===== src/sbc_pkg.sv =====
// shared constants, types and decode functions of the serial bridge config
package sbc_pkg;

  // ==========================================================================
  // clocking and bit timing
  localparam int unsigned SBC_CLK_HZ = 50_000_000;
  localparam int unsigned SBC_CLK_PERIOD_NS = 20;
  localparam int unsigned SBC_OVERSAMPLE = 16;
  localparam logic [3:0] SBC_MID_START = 4'h7;
  localparam logic [3:0] SBC_MID_BIT = 4'hf;

  // ==========================================================================
  // register file indices and widths
  localparam int unsigned SBC_NREGS = 14;
  localparam logic [3:0] SBC_REG_LAST = 4'hd;
  localparam logic [3:0] SBC_REG_PRIMARY = 4'h0;
  localparam logic [3:0] SBC_REG_MISC = 4'h2;
  localparam logic [3:0] SBC_REG_FRAME = 4'h6;
  localparam logic [3:0] SBC_REG_RATE = 4'h7;
  localparam logic [3:0] SBC_REG_PAREC = 4'h8;

  // ==========================================================================
  // field positions
  localparam int unsigned SBC_MASTER_BIT = 3;
  localparam int unsigned SBC_MISC_MANUAL = 2;
  localparam int unsigned SBC_MISC_AUTODISC = 1;
  localparam int unsigned SBC_MISC_BREAK = 0;
  localparam int unsigned SBC_FRAME_STOP = 3;
  localparam int unsigned SBC_FRAME_LEN_HI = 2;
  localparam int unsigned SBC_FRAME_LEN_LO = 1;
  localparam int unsigned SBC_FRAME_MARK = 0;
  localparam int unsigned SBC_PAREC_SEL_HI = 3;
  localparam int unsigned SBC_PAREC_SEL_LO = 2;
  localparam int unsigned SBC_PAREC_PRESENT = 1;
  localparam int unsigned SBC_PAREC_ECHO = 0;

  // ==========================================================================
  // reset values and loop byte coding
  localparam logic [3:0] SBC_RATE_RESET = 4'he;
  localparam logic [3:0] SBC_REG_RESET = 4'h0;
  localparam logic [3:0] SBC_RATE_OFF = 4'h0;
  localparam logic [7:0] SBC_ASCII_OFFSET = 8'h30;

  // ==========================================================================
  // types
  typedef struct packed {
    logic two_stop;
    logic [1:0] len_code;
    logic mark_perr;
    logic [1:0] par_sel;
    logic par_en;
    logic echo;
  } sbc_frame_cfg_t;

  typedef struct packed {
    logic manual;
    logic autodisc;
    logic brk;
  } sbc_req_t;

  typedef enum logic [4:0] {
    SBC_ST_IDLE = 5'b00001,
    SBC_ST_START = 5'b00010,
    SBC_ST_DATA = 5'b00100,
    SBC_ST_PAR = 5'b01000,
    SBC_ST_STOP = 5'b10000
  } sbc_state_t;

  // ==========================================================================
  // functions
  function automatic int unsigned sbc_bps(input int unsigned idx);
    case (idx)
      1: return 50;
      2: return 75;
      3: return 110;
      4: return 135;
      5: return 150;
      6: return 300;
      7: return 600;
      8: return 1200;
      9: return 1800;
      10: return 2400;
      11: return 3600;
      12: return 4800;
      13: return 7200;
      14: return 9600;
      15: return 19200;
      default: return 0;
    endcase
  endfunction : sbc_bps

  function automatic logic [15:0] sbc_divisor(input int unsigned idx);
    int unsigned bps;
    bps = sbc_bps(idx);
    if (bps == 0)
      return 16'h0000;
    return 16'(SBC_CLK_HZ / (SBC_OVERSAMPLE * bps));
  endfunction : sbc_divisor

  // data bits per character: 00 eight, 01 seven, 10 six, 11 five
  function automatic logic [2:0] sbc_last_idx(input logic [1:0] len_code);
    return 3'h7 - {1'b0, len_code};
  endfunction : sbc_last_idx

  // parity over the active data bits: 00 odd, 01 even, 10 one, 11 zero
  function automatic logic sbc_parity(input logic [7:0] data,
                                      input logic [1:0] len_code,
                                      input logic [1:0] sel);
    logic [7:0] mask;
    mask = 8'hff >> len_code;
    case (sel)
      2'b00: return ~^(data & mask);
      2'b01: return ^(data & mask);
      2'b10: return 1'b1;
      default: return 1'b0;
    endcase
  endfunction : sbc_parity

endpackage : sbc_pkg


===== src/sbc_baud_gen.sv =====
// oversampling tick generator driven by the bit-rate code
`timescale 1ns/1ps
module sbc_baud_gen
  import sbc_pkg::*;
(
  // clock and reset
  input wire logic i_clk_sys,
  input wire logic i_reset,
  // rate code
  input wire logic [3:0] i_rate_code,
  // tick out
  output logic o_tick16
);

  // ==========================================================================
  // divisor table
  logic [15:0] div_tab [16];
  logic [15:0] cnt_r;
  logic [15:0] div_sel;
  logic wrap;

  genvar g;
  generate
    for (g = 0; g < 16; g++)
    begin : g_div
      assign div_tab[g] = sbc_divisor(g);
    end
  endgenerate

  assign div_sel = div_tab[i_rate_code];
  assign wrap = (cnt_r >= div_sel - 16'h0001);

  // ==========================================================================
  // counter; code zero never ticks
  always_ff @(posedge i_clk_sys)
  begin
    if (i_reset || i_rate_code == SBC_RATE_OFF)
    begin
      cnt_r <= 16'h0000;
      o_tick16 <= 1'b0;
    end
    else
    begin
      cnt_r <= wrap ? 16'h0000 : cnt_r + 16'h0001;
      o_tick16 <= wrap;
    end
  end

endmodule : sbc_baud_gen


===== src/sbc_core.sv =====
// serial bridge configuration registers with the serial framing they steer
// Behaviour
// - misc bit 2 set raises a request on each manual request key press.
// - misc bit 1 set raises a request when autodisconnect stops traffic.
// - misc bit 0 set raises a request when a break is received.
// - requests reach the loop only while the master request bit is one.
// - frame bit 3 picks one or two stop bits, both directions.
// - frame bits 2:1 pick eight, seven, six or five data bits.
// - with marking and parity on, bad-parity bytes get top bit forced one.
// - rate code picks bit rate from 50 up to 19200 bps.
// - rate code zero stops all transmit and receive.
// - rate register resets to code 1110, 9600 bps.
// - parity/echo bits 3:2 pick odd, even, forced one or forced zero.
// - parity present adds a transmitted parity bit and expects one.
// - parity absent means no parity bit; all middle bits are data.
// - echo bit set retransmits each received character at once.
// - frame and parity/echo registers reset to zero.
// - listener command then data bytes load registers from index zero.
// - register bytes on the loop are value plus 48.
`timescale 1ns/1ps
module sbc_core
  import sbc_pkg::*;
(
  // clock and reset
  input wire logic i_clk_sys,
  input wire logic i_reset,
  // loop register access
  input wire logic i_local_mode,
  input wire logic i_wr_start,
  input wire logic i_wr_valid,
  input wire logic [7:0] i_wr_byte,
  input wire logic i_rd_start,
  input wire logic i_rd_req,
  output logic [7:0] o_rd_byte,
  output logic o_rd_valid,
  // loop data path
  input wire logic i_tx_valid,
  input wire logic [7:0] i_tx_byte,
  output logic o_tx_ready,
  output logic [7:0] o_rx_byte,
  output logic o_rx_valid,
  // service request
  input wire logic i_manual_request_key,
  input wire logic i_autodisconnect,
  input wire logic i_srq_clear,
  output logic o_srq,
  output sbc_req_t o_req_pending,
  // serial pins
  input wire logic i_rxd,
  output logic o_txd
);

  // ==========================================================================
  // register file
  logic [3:0] regs_r [SBC_NREGS];
  logic [3:0] wr_ptr_r;
  logic [3:0] rd_ptr_r;
  logic wr_armed_r;
  logic wr_hit;
  logic rd_hit;
  sbc_frame_cfg_t cfg;
  logic master_en;
  logic [3:0] misc_en;
  logic rate_off;

  assign wr_hit = i_local_mode && wr_armed_r && i_wr_valid
                  && wr_ptr_r <= SBC_REG_LAST;
  assign rd_hit = i_local_mode && i_rd_req && rd_ptr_r <= SBC_REG_LAST;
  assign master_en = regs_r[SBC_REG_PRIMARY][SBC_MASTER_BIT];
  assign misc_en = regs_r[SBC_REG_MISC];
  assign rate_off = (regs_r[SBC_REG_RATE] == SBC_RATE_OFF);
  assign cfg = {regs_r[SBC_REG_FRAME][SBC_FRAME_STOP],
                regs_r[SBC_REG_FRAME][SBC_FRAME_LEN_HI:SBC_FRAME_LEN_LO],
                regs_r[SBC_REG_FRAME][SBC_FRAME_MARK],
                regs_r[SBC_REG_PAREC][SBC_PAREC_SEL_HI:SBC_PAREC_SEL_LO],
                regs_r[SBC_REG_PAREC][SBC_PAREC_PRESENT],
                regs_r[SBC_REG_PAREC][SBC_PAREC_ECHO]};

  always_ff @(posedge i_clk_sys)
  begin
    if (i_reset)
    begin
      for (int i = 0; i < SBC_NREGS; i++)
      begin
        regs_r[i] <= (i == int'(SBC_REG_RATE)) ? SBC_RATE_RESET
                                               : SBC_REG_RESET;
      end
    end
    else if (wr_hit)
      regs_r[wr_ptr_r] <= i_wr_byte[3:0];
  end

  // write pointer restarts at zero on each listener command
  always_ff @(posedge i_clk_sys)
  begin
    if (i_reset)
    begin
      wr_armed_r <= 1'b0;
      wr_ptr_r <= 4'h0;
    end
    else if (i_wr_start && i_local_mode)
    begin
      wr_armed_r <= 1'b1;
      wr_ptr_r <= 4'h0;
    end
    else if (wr_hit)
      wr_ptr_r <= wr_ptr_r + 4'h1;
  end

  // read back, one byte per request
  always_ff @(posedge i_clk_sys)
  begin
    if (i_reset)
    begin
      rd_ptr_r <= 4'h0;
      o_rd_byte <= 8'h00;
      o_rd_valid <= 1'b0;
    end
    else
    begin
      o_rd_valid <= rd_hit;
      if (i_rd_start)
        rd_ptr_r <= 4'h0;
      else if (rd_hit)
      begin
        rd_ptr_r <= rd_ptr_r + 4'h1;
        o_rd_byte <= SBC_ASCII_OFFSET | {4'h0, regs_r[rd_ptr_r]};
      end
    end
  end

  // ==========================================================================
  // bit-rate ticks
  logic tick;

  sbc_baud_gen u_baud (
    .i_clk_sys(i_clk_sys),
    .i_reset(i_reset),
    .i_rate_code(regs_r[SBC_REG_RATE]),
    .o_tick16(tick)
  );

  // ==========================================================================
  // receiver
  sbc_state_t rx_st_r;
  logic [3:0] rx_tick_r;
  logic [2:0] rx_idx_r;
  logic [7:0] rx_data_r;
  logic rx_par_r;
  logic rx_zero_r;
  logic rx_stop2_r;
  logic rxd_prev_r;
  logic rx_mid;
  logic rx_fin;
  logic rx_brk;
  logic rx_perr;
  logic rx_mark;
  logic echo_set;

  assign rx_mid = tick && rx_tick_r == SBC_MID_BIT;
  assign rx_fin = rx_st_r == SBC_ST_STOP && rx_mid && !rx_stop2_r;
  assign rx_brk = rx_zero_r && !i_rxd;
  assign rx_perr = cfg.par_en
                   && rx_par_r != sbc_parity(rx_data_r, cfg.len_code,
                                             cfg.par_sel);
  assign rx_mark = cfg.mark_perr && rx_perr;
  assign echo_set = rx_fin && !rx_brk && cfg.echo;

  always_ff @(posedge i_clk_sys)
  begin
    if (i_reset || rate_off)
    begin
      rx_st_r <= SBC_ST_IDLE;
      rx_tick_r <= 4'h0;
      rx_idx_r <= 3'h0;
      rx_data_r <= 8'h00;
      rx_par_r <= 1'b0;
      rx_zero_r <= 1'b0;
      rx_stop2_r <= 1'b0;
      rxd_prev_r <= 1'b1;
    end
    else
    begin
      rxd_prev_r <= i_rxd;
      if (rx_st_r != SBC_ST_IDLE && tick)
        rx_tick_r <= rx_tick_r + 4'h1;
      case (rx_st_r)
        SBC_ST_IDLE:
          if (rxd_prev_r && !i_rxd)
          begin
            rx_st_r <= SBC_ST_START;
            rx_tick_r <= 4'h0;
          end
        SBC_ST_START:
          if (tick && rx_tick_r == SBC_MID_START)
          begin
            rx_st_r <= i_rxd ? SBC_ST_IDLE : SBC_ST_DATA;
            rx_tick_r <= 4'h0;
            rx_idx_r <= 3'h0;
            rx_data_r <= 8'h00;
            rx_zero_r <= 1'b1;
          end
        SBC_ST_DATA:
          if (rx_mid)
          begin
            rx_data_r[rx_idx_r] <= i_rxd;
            rx_zero_r <= rx_zero_r & ~i_rxd;
            rx_idx_r <= rx_idx_r + 3'h1;
            if (rx_idx_r == sbc_last_idx(cfg.len_code))
            begin
              rx_st_r <= cfg.par_en ? SBC_ST_PAR : SBC_ST_STOP;
              rx_stop2_r <= cfg.two_stop;
            end
          end
        SBC_ST_PAR:
          if (rx_mid)
          begin
            rx_par_r <= i_rxd;
            rx_zero_r <= rx_zero_r & ~i_rxd;
            rx_st_r <= SBC_ST_STOP;
          end
        SBC_ST_STOP:
          if (rx_mid)
          begin
            rx_zero_r <= rx_zero_r & ~i_rxd;
            rx_stop2_r <= 1'b0;
            if (!rx_stop2_r)
              rx_st_r <= SBC_ST_IDLE;
          end
        default:
          rx_st_r <= SBC_ST_IDLE;
      endcase
    end
  end

  // received byte to the loop; break frames deliver no byte
  always_ff @(posedge i_clk_sys)
  begin
    if (i_reset)
    begin
      o_rx_byte <= 8'h00;
      o_rx_valid <= 1'b0;
    end
    else
    begin
      o_rx_valid <= rx_fin && !rx_brk;
      if (rx_fin && !rx_brk)
        o_rx_byte <= {rx_data_r[7] | rx_mark, rx_data_r[6:0]};
    end
  end

  // ==========================================================================
  // transmitter
  sbc_state_t tx_st_r;
  logic [3:0] tx_tick_r;
  logic [2:0] tx_idx_r;
  logic [7:0] tx_shift_r;
  logic tx_par_r;
  logic tx_stop2_r;
  logic echo_pend_r;
  logic [7:0] echo_byte_r;
  logic tx_accept;
  logic tx_load;
  logic tx_end;
  logic [7:0] tx_src;

  assign tx_accept = i_tx_valid && o_tx_ready && !echo_pend_r;
  assign tx_load = tx_st_r == SBC_ST_IDLE && !rate_off
                   && (echo_pend_r || tx_accept);
  assign tx_src = echo_pend_r ? echo_byte_r : i_tx_byte;
  assign tx_end = tick && tx_tick_r == SBC_MID_BIT;

  // a new echo request wins over the load that clears the old one
  always_ff @(posedge i_clk_sys)
  begin
    if (i_reset)
    begin
      echo_pend_r <= 1'b0;
      echo_byte_r <= 8'h00;
    end
    else
    begin
      echo_pend_r <= echo_set | (echo_pend_r & ~tx_load);
      if (echo_set)
        echo_byte_r <= rx_data_r;
    end
  end

  always_ff @(posedge i_clk_sys)
  begin
    if (i_reset)
      o_tx_ready <= 1'b0;
    else
      o_tx_ready <= tx_st_r == SBC_ST_IDLE && !tx_load && !echo_pend_r
                    && !echo_set && !rate_off;
  end

  always_ff @(posedge i_clk_sys)
  begin
    if (i_reset || rate_off)
    begin
      tx_st_r <= SBC_ST_IDLE;
      tx_tick_r <= 4'h0;
      tx_idx_r <= 3'h0;
      tx_shift_r <= 8'h00;
      tx_par_r <= 1'b0;
      tx_stop2_r <= 1'b0;
      o_txd <= 1'b1;
    end
    else
    begin
      if (tx_st_r != SBC_ST_IDLE && tick)
        tx_tick_r <= tx_tick_r + 4'h1;
      case (tx_st_r)
        SBC_ST_IDLE:
          if (tx_load)
          begin
            tx_shift_r <= tx_src;
            tx_par_r <= sbc_parity(tx_src, cfg.len_code, cfg.par_sel);
            tx_tick_r <= 4'h0;
            tx_st_r <= SBC_ST_START;
            o_txd <= 1'b0;
          end
        SBC_ST_START:
          if (tx_end)
          begin
            tx_st_r <= SBC_ST_DATA;
            tx_idx_r <= 3'h0;
            o_txd <= tx_shift_r[0];
          end
        SBC_ST_DATA:
          if (tx_end)
          begin
            tx_shift_r <= tx_shift_r >> 1;
            tx_idx_r <= tx_idx_r + 3'h1;
            o_txd <= tx_shift_r[1];
            if (tx_idx_r == sbc_last_idx(cfg.len_code))
            begin
              tx_stop2_r <= cfg.two_stop;
              tx_st_r <= cfg.par_en ? SBC_ST_PAR : SBC_ST_STOP;
              o_txd <= cfg.par_en ? tx_par_r : 1'b1;
            end
          end
        SBC_ST_PAR:
          if (tx_end)
          begin
            tx_st_r <= SBC_ST_STOP;
            o_txd <= 1'b1;
          end
        SBC_ST_STOP:
          if (tx_end)
          begin
            tx_stop2_r <= 1'b0;
            if (!tx_stop2_r)
              tx_st_r <= SBC_ST_IDLE;
          end
        default:
          tx_st_r <= SBC_ST_IDLE;
      endcase
    end
  end

  // ==========================================================================
  // service requests; a new event wins over a same-cycle clear
  sbc_req_t req_ev;

  assign req_ev.manual = i_manual_request_key && misc_en[SBC_MISC_MANUAL];
  assign req_ev.autodisc = i_autodisconnect
                           && misc_en[SBC_MISC_AUTODISC];
  assign req_ev.brk = rx_fin && rx_brk && misc_en[SBC_MISC_BREAK];

  always_ff @(posedge i_clk_sys)
  begin
    if (i_reset)
    begin
      o_req_pending <= '0;
      o_srq <= 1'b0;
    end
    else
    begin
      o_req_pending <= req_ev | (o_req_pending & ~{3{i_srq_clear}});
      o_srq <= master_en && (|o_req_pending);
    end
  end

endmodule : sbc_core


===== config.mk =====
export PLATFORM = sky130hd
export DESIGN_NAME = sbc_core
export DESIGN_NICKNAME = d
export VERILOG_FILES = /design/src/sbc_pkg.sv /design/src/sbc_baud_gen.sv /design/src/sbc_core.sv
export SDC_FILE = /design/constraint.sdc
export NUM_CORES = 1
export LEC_CHECK = 0
export BUFFER_PORTS_ARGS = -buffer_cell sky130_fd_sc_hd__buf_2
export CORE_MARGIN = 5
export CORE_UTILIZATION = 28
export DETAILED_ROUTE_END_ITERATION = 10
export PLACE_DENSITY_LB_ADDON = 0.1
export SLEW_MARGIN = 15
export SYNTH_ARGS = -nofsm -noshare
export SYNTH_HDL_FRONTEND = slang
export SYNTH_SLANG_ARGS = --single-unit

===== constraint.sdc =====
create_clock -name i_clk_sys -period 7.6 [get_ports i_clk_sys]
set_input_delay 2.28 -clock i_clk_sys [delete_from_list [all_inputs] [get_ports i_clk_sys]]
set_output_delay 2.28 -clock i_clk_sys [all_outputs]
set_load 0.05 [all_outputs]

==> qor.yml, run 1 <==
run_status: "completed"
io_pins: 52
maxSlewViolCount: 0
fin_crit_sh_pct: 59.5
worstSetupStartpoint: "regs_r[7][0]"
netSwitchingFraction_pct: 26.9
grt_max_degree: 55
antenna_found_initial: 0
crit_type: "register to register"
initial_core_util_pct: 28.3
syn_area_per_cell_um2: 9.63
cp.arrival_ns: 4.89
die_area_mm2: 0.0356
ant_nets: 0
h-tree-depth: 4
relSlewSlack_pct: 31.1
async_flop_share_pct: 0
nFillCells: 3340
clk_latency_ns: 0.45
io_buffers: 45
root_buffer: "clkbuf_16"
reg2reg_slack_ns: 3.08
routed_via_density: 4.83
hold_class: "register to register"
synth_cell_types: 67
setup_viol: 0
path_cells: "inv_1 > ha_1 > nor2_1 > nor2_1 > a21oi_1 > ha_1 > nor2b_1 > nand3b_2 > or4_4 > a21boi_1 > ha_1 > a21o_1 > a21o_1 > a21o_1 > a211o_1 > nor2_1"
cts_tree: "yes"
vias: 6547
rows: 65
dp_hpwl_um: 16300
core_area_mm2: 0.0316
wl_per_cell_um: 16.9
clkPwrFrac_pct: 43.1
skew_ns: 0.0150
min_path_cells: 2
clock-sinks: 166
seqPwrFrac_pct: 46.8
ys_ff_latch: 166
synthTopCellsByArea: "dfxtp_1 (23%), edfxtp_1 (22%), mux4_2 (5.3%)"
drive_above_1_share_pct: 14.1
rsz0062_at_grt: "false"
insertedDiodeCount: 0
maxCapViolations: 0
grt_overflow_total: 0
seq_area_mm2: 0.00396
first_iter_violations: 287
clockBufferDepth: 2
p_per_area_mw_per_mm2: 208
multiInputGateArea_mm2: 0.00463
cts_hold_buf: 0
drc: 0
fp.dieW_um: 189
fmax_mhz: 221
crit_path_start_kind: "register"
min_from: "echo_byte_r[7]"
max_stage_delay_ns: 0.71
dr.pass1.iters: 4
hold_path_end: "echo_byte_r[7]"
r2r_start: "regs_r[7][0]"
cp_slowest_cell: "edfxtp_1"
internal_power_w: 0.00152
chipHeight_um: 189
worstRegToRegCells: 16
rr_endpoint: "u_baud.cnt_r[5]"
period_minus_slack_ns: 4.52
path_delay_family: "simple AND/OR/NAND/NOR gates"
power.switching_w: 0.000561
synth_edf_count: 64
synth.top_cell.area_share_pct: 22.9
synthesis.yosys.warnings: 0
dp_slack_ns: 3.06
finalHoldViolCount: 0
wl_um: 22900
worstMarginPinSlew_ns: 1.03
cp-end-kind: "register"
grt_usage_pct: 13.1
postCtsSetupRepairBufs: 0
power_leakage_nw: 3.76
grt_pass1_wl_um: 36900
synth_cells: 927
cts_buffers: 17
yosysTopAreaCell: "dfxtp_1"
cts_resized: 0
path_buf_inv: 1
place.gp.congestion: 0.745
critPathMaxFanout: 16
p_comb_share_pct: 10.1
synth-seq-area-share_pct: 44.4
ir_drop_mv: 0.163
first_global_vias: 6538
netlist_area_mm2: 0.00893
synth_ff_type: "dfxtp_1"
clk_pin_slew_ns: 0.08
layout_setup_ws_ns: 3.08
setup_tns_ns: 0
cp.required_ns: 7.97
final_nets: 1005
syn2layout_area_growth_pct: 12.3
power groups by stage:
stage	clock network [W]	logic [W]	registers, W
detailed placement	0	0.000214	0.000996
global route	0.000960	0.000235	0.000980
CTS	0.000929	0.000215	0.000976
global placement	0	0.000214	0.000996
finish	0.000898	0.000211	0.000975
floorplan	0	0.000150	0.00100
cell type report:
class / count / area share, %
well taps: 402 / 5.02
inverters: 21 / 0.786
flip-flops and latches: 166 / 39.5
clock inverters: 14 / 1.71
multi-input cells: 686 / 46.2
clock buffers: 18 / 4.28
repair buffers: 48 / 2.47
layout by cell type, fill, tap and decap left out, types with 3 or more instances in the layout:
cell type / n
a211o_1: 3
a211oi_1: 6
a21boi_0: 4
a21o_1: 15
a21oi_1: 75
a22oi_1: 11
a31oi_1: 6
a32oi_1: 4
and2_1: 41
and3_1: 8
and3b_1: 4
buf_2: 45
buf_4: 3
clkbuf_16: 17
clkinv_4: 3
dfxtp_1: 102
edfxtp_1: 64
ha_1: 37
inv_1: 20
inv_6: 3
mux2i_1: 17
mux4_2: 21
nand2_1: 58
nand2b_1: 11
nand3_1: 32
nand3b_1: 9
nand4_1: 10
nor2_1: 117
nor2b_1: 9
nor3_1: 33
nor3b_1: 5
nor4_1: 7
nor4b_1: 3
o211ai_1: 5
o21ai_0: 23
or2_2: 19
or3_1: 5
xnor2_1: 31
xor2_1: 23
routing by layer:
| layer | GRT usage (%) | routed length [µm] |
|---|---|---|
| met1 | 18.0 | 11400 |
| met3 | 2.59 | 550 |
| met5 | 0 | 0 |
| met4 | 4.09 | 338 |
| met2 | 21.0 | 10600 |
synthesized netlist by cell type (15+ instances only):
cell	n
dfxtp_1	102
nand2_1	58
edfxtp_1	64
a21oi_1	75
or2_2	19
nor2_1	117
ha_1	37
xnor2_1	31
nand3_1	32
mux2i_1	17
o21ai_0	23
a21o_1	15
inv_1	20
xor2_1	23
mux4_2	21
clkbuf_1	34
nor3_1	33
and2_1	41
sequential cells by signal (all words and copies together) (netlist names), 3 cells and up:
register,cells
o_rx_byte,8
tx_tick_r,4
rx_idx_r,3
wr_ptr_r,4
tx_st_r,5
rx_tick_r,4
echo_byte_r,8
rd_ptr_r,4
regs_r,64
tx_idx_r,3
rx_st_r,5
o_rd_byte,5
u_baud.cnt_r,16
o_req_pending,3
tx_shift_r,8
rx_data_r,8
cells by family after synthesis:
kind of cell               Yosys count  synth area share, %
and+or+nand+nor                    379                 21.4
adders and majority gates           37                 5.18
other                                1               0.0420
AOI/OAI and AO/OA                  173                 12.3
DFF                                166                 44.4
buffers and inverters               76                 3.77
muxes                               41                 7.61
xor gates and xnor gates            54                 5.30
how the worst max path moves through the flow:
stage	endpoint	slack, ns	depth (start not counted)
2_1_floorplan	u_baud.cnt_r[10]	3.62	15
3_3_place_gp	u_baud.cnt_r[14]	3.05	14
3_5_place_dp	u_baud.cnt_r[8]	3.06	16
4_1_cts	u_baud.cnt_r[5]	3.01	16
5_1_grt	u_baud.cnt_r[3]	2.71	16
6_report	u_baud.cnt_r[5]	3.08	16
worst min-delay path, stage by stage, from the launching register on:
cell and delay (ns):
dfxtp_1 0.31, nand2_1 0.05, a21oi_1 0.05
through the flow:
step	total power [W]	util, %	hold WS, ns	instance area (µm²)	instances
3_5_place_dp	0.00121	29.9	0.448	9430	1323
2_1_floorplan	0.00115	-	0.433	8930	928
4_1_cts	0.00212	31.8	0.460	10000	1355
3_3_place_gp	0.00121	29.9	0.446	9430	1323
6_report	0.00208	31.8	0.458	10000	1355
5_1_grt	0.00217	31.8	0.479	10000	1355
Note: power is estimated with default switching activity, not from simulation.
==> run 2: changes to the inputs <==
==> constraint.sdc (replaced) <==
create_clock -name i_clk_sys -period 4.4 [get_ports i_clk_sys]
set_input_delay 1.32 -clock i_clk_sys [delete_from_list [all_inputs] [get_ports i_clk_sys]]
set_output_delay 1.32 -clock i_clk_sys [all_outputs]
set_load 0.05 [all_outputs]
==> qor.yml, run 2 (synthesis results as in run 1) <==
run_status: "completed"
p_per_area_mw_per_mm2: 361
critPathMaxFanout: 15
cp.required_ns: 4.77
clk_latency_ns: 0.44
crit_path_start_kind: "register"
seq_area_mm2: 0.00396
cp_slowest_cell: "or4_4"
mostFrequentLayoutCell: "nor2_1"
routed_via_density: 4.81
ir_drop_mv: 0.266
drc: 0
io_pins: 52
relSlewSlack_pct: 30.9
grt_pass1_wl_um: 37000
crit_type: "register to register"
h-tree-depth: 4
dp_slack_ns: 0.286
syn2layout_area_growth_pct: 13.6
vias: 6581
io_buffers: 45
wl_um: 23000
final_design_area_no_fill_mm2: 0.0101
grt_max_degree: 54
cp.arrival_ns: 4.42
most-common-layout-cells: "nor2_1 (117), dfxtp_1 (102), a21oi_1 (75), edfxtp_1 (64), nand2_1 (58)"
worstMarginPinSlew_ns: 1.03
insertedDiodeCount: 0
fin_cells: 1368
fp.dieW_um: 189
largest_reg_flops: 64
finalHoldViolCount: 0
clockBufferDepth: 2
cts_resized: 0
rsz0062_at_grt: "false"
dr.pass1.iters: 4
core_area_mm2: 0.0316
multiInputGateArea_mm2: 0.00464
ant_nets: 0
cts_tree: "yes"
total_power_w: 0.00367
wl_per_cell_um: 16.8
final_nets: 1018
period_minus_slack_ns: 4.05
power_leakage_nw: 3.83
post_dp_cell_area_mm2: 0.00953
cts_buffers: 17
rows: 65
layout_setup_ws_ns: 0.349
chipHeight_um: 189
setup_viol: 0
first_global_vias: 6529
grt_overflow_total: 0
initial_core_util_pct: 28.3
maxSlewViolCount: 0
top_regs: "regs_r: 64 flops, u_baud.cnt_r: 16 flops"
skew_ns: 0.0188
root_buffer: "clkbuf_16"
nFillCells: 3296
setup_tns_ns: 0
postCtsSetupRepairBufs: 0
fmax_mhz: 247
antenna_found_initial: 0
place.gp.congestion: 0.758
dp_hpwl_um: 16500
first_iter_violations: 294
clock-sinks: 166
die_area_mm2: 0.0356
hold_class: "register to register"
cts_hold_buf: 0
grt_usage_pct: 13.1
maxCapViolations: 0
fin_crit_sh_pct: 92.1
top_register: "regs_r"
drive_above_1_share_pct: 15.2
clk_pin_slew_ns: 0.07
max_stage_delay_ns: 0.54
cp-end-kind: "register"
path_cells: "inv_1 > ha_1 > o21ai_0 > nor2_1 > a21oi_1 > ha_1 > nor2b_1 > nand3b_2 > or4_4 > a21boi_1 > ha_1 > a21o_1 > a21o_1 > a21o_1 > a211o_2 > nor2_1"
placed_cells: 1336
-- run 2: final cells by class --
cell class | instances | area share (%)
clock inverters | 14 | 1.85
repair buffers | 61 | 3.40
flip-flops and latches | 166 | 39.1
well taps | 402 | 4.96
multi-input cells | 686 | 45.7
clock buffers | 18 | 4.23
inverters | 21 | 0.777
-- run 2: routing by layer --
metal / share of wire [%] / GRT usage, %
met5: 0 / 0
met3: 2.1 / 2.59
met4: 0.86 / 3.20
met2: 46 / 21.2
met1: 51 / 18.3
-- run 2: worst max-delay path: cells and delay by family, from the launching register on --
family,cells,cell delay (ns)
simple gates,5,1.10
buf+inv,1,0.20
compound gates,7,1.53
flops,1,0.50
fa+ha+maj,3,0.65
-- run 2: final timing paths --
path | cells past startpoint | slack [ns] | to | from
setup / recovery | 16 | 0.35 | u_baud.cnt_r[9] | regs_r[7][0]
hold / removal | 2 | 0.46 | o_rx_byte[5] | o_rx_byte[5]
setup reg to reg | 16 | 0.35 | u_baud.cnt_r[9] | regs_r[7][0]
hold reg to reg | 2 | 0.46 | o_rx_byte[5] | o_rx_byte[5]
-- run 2: through the flow --
step                      utilization (%)  hold WS (ns)
after detailed placement             30.2         0.447
after CTS                            32.1         0.458
after global routing                 32.1         0.477
after floorplan                         -         0.433
after global placement               30.2         0.444
final                                32.1         0.455
-- run 2: report_power, final --
group          total (W)  switching (W)  internal (W)  leakage (nW)
logic           0.000372       0.000233      0.000139          2.07
registers        0.00168      0.0000430       0.00164          1.46
clock network    0.00161       0.000697      0.000912         0.299
total            0.00367       0.000974       0.00269          3.83
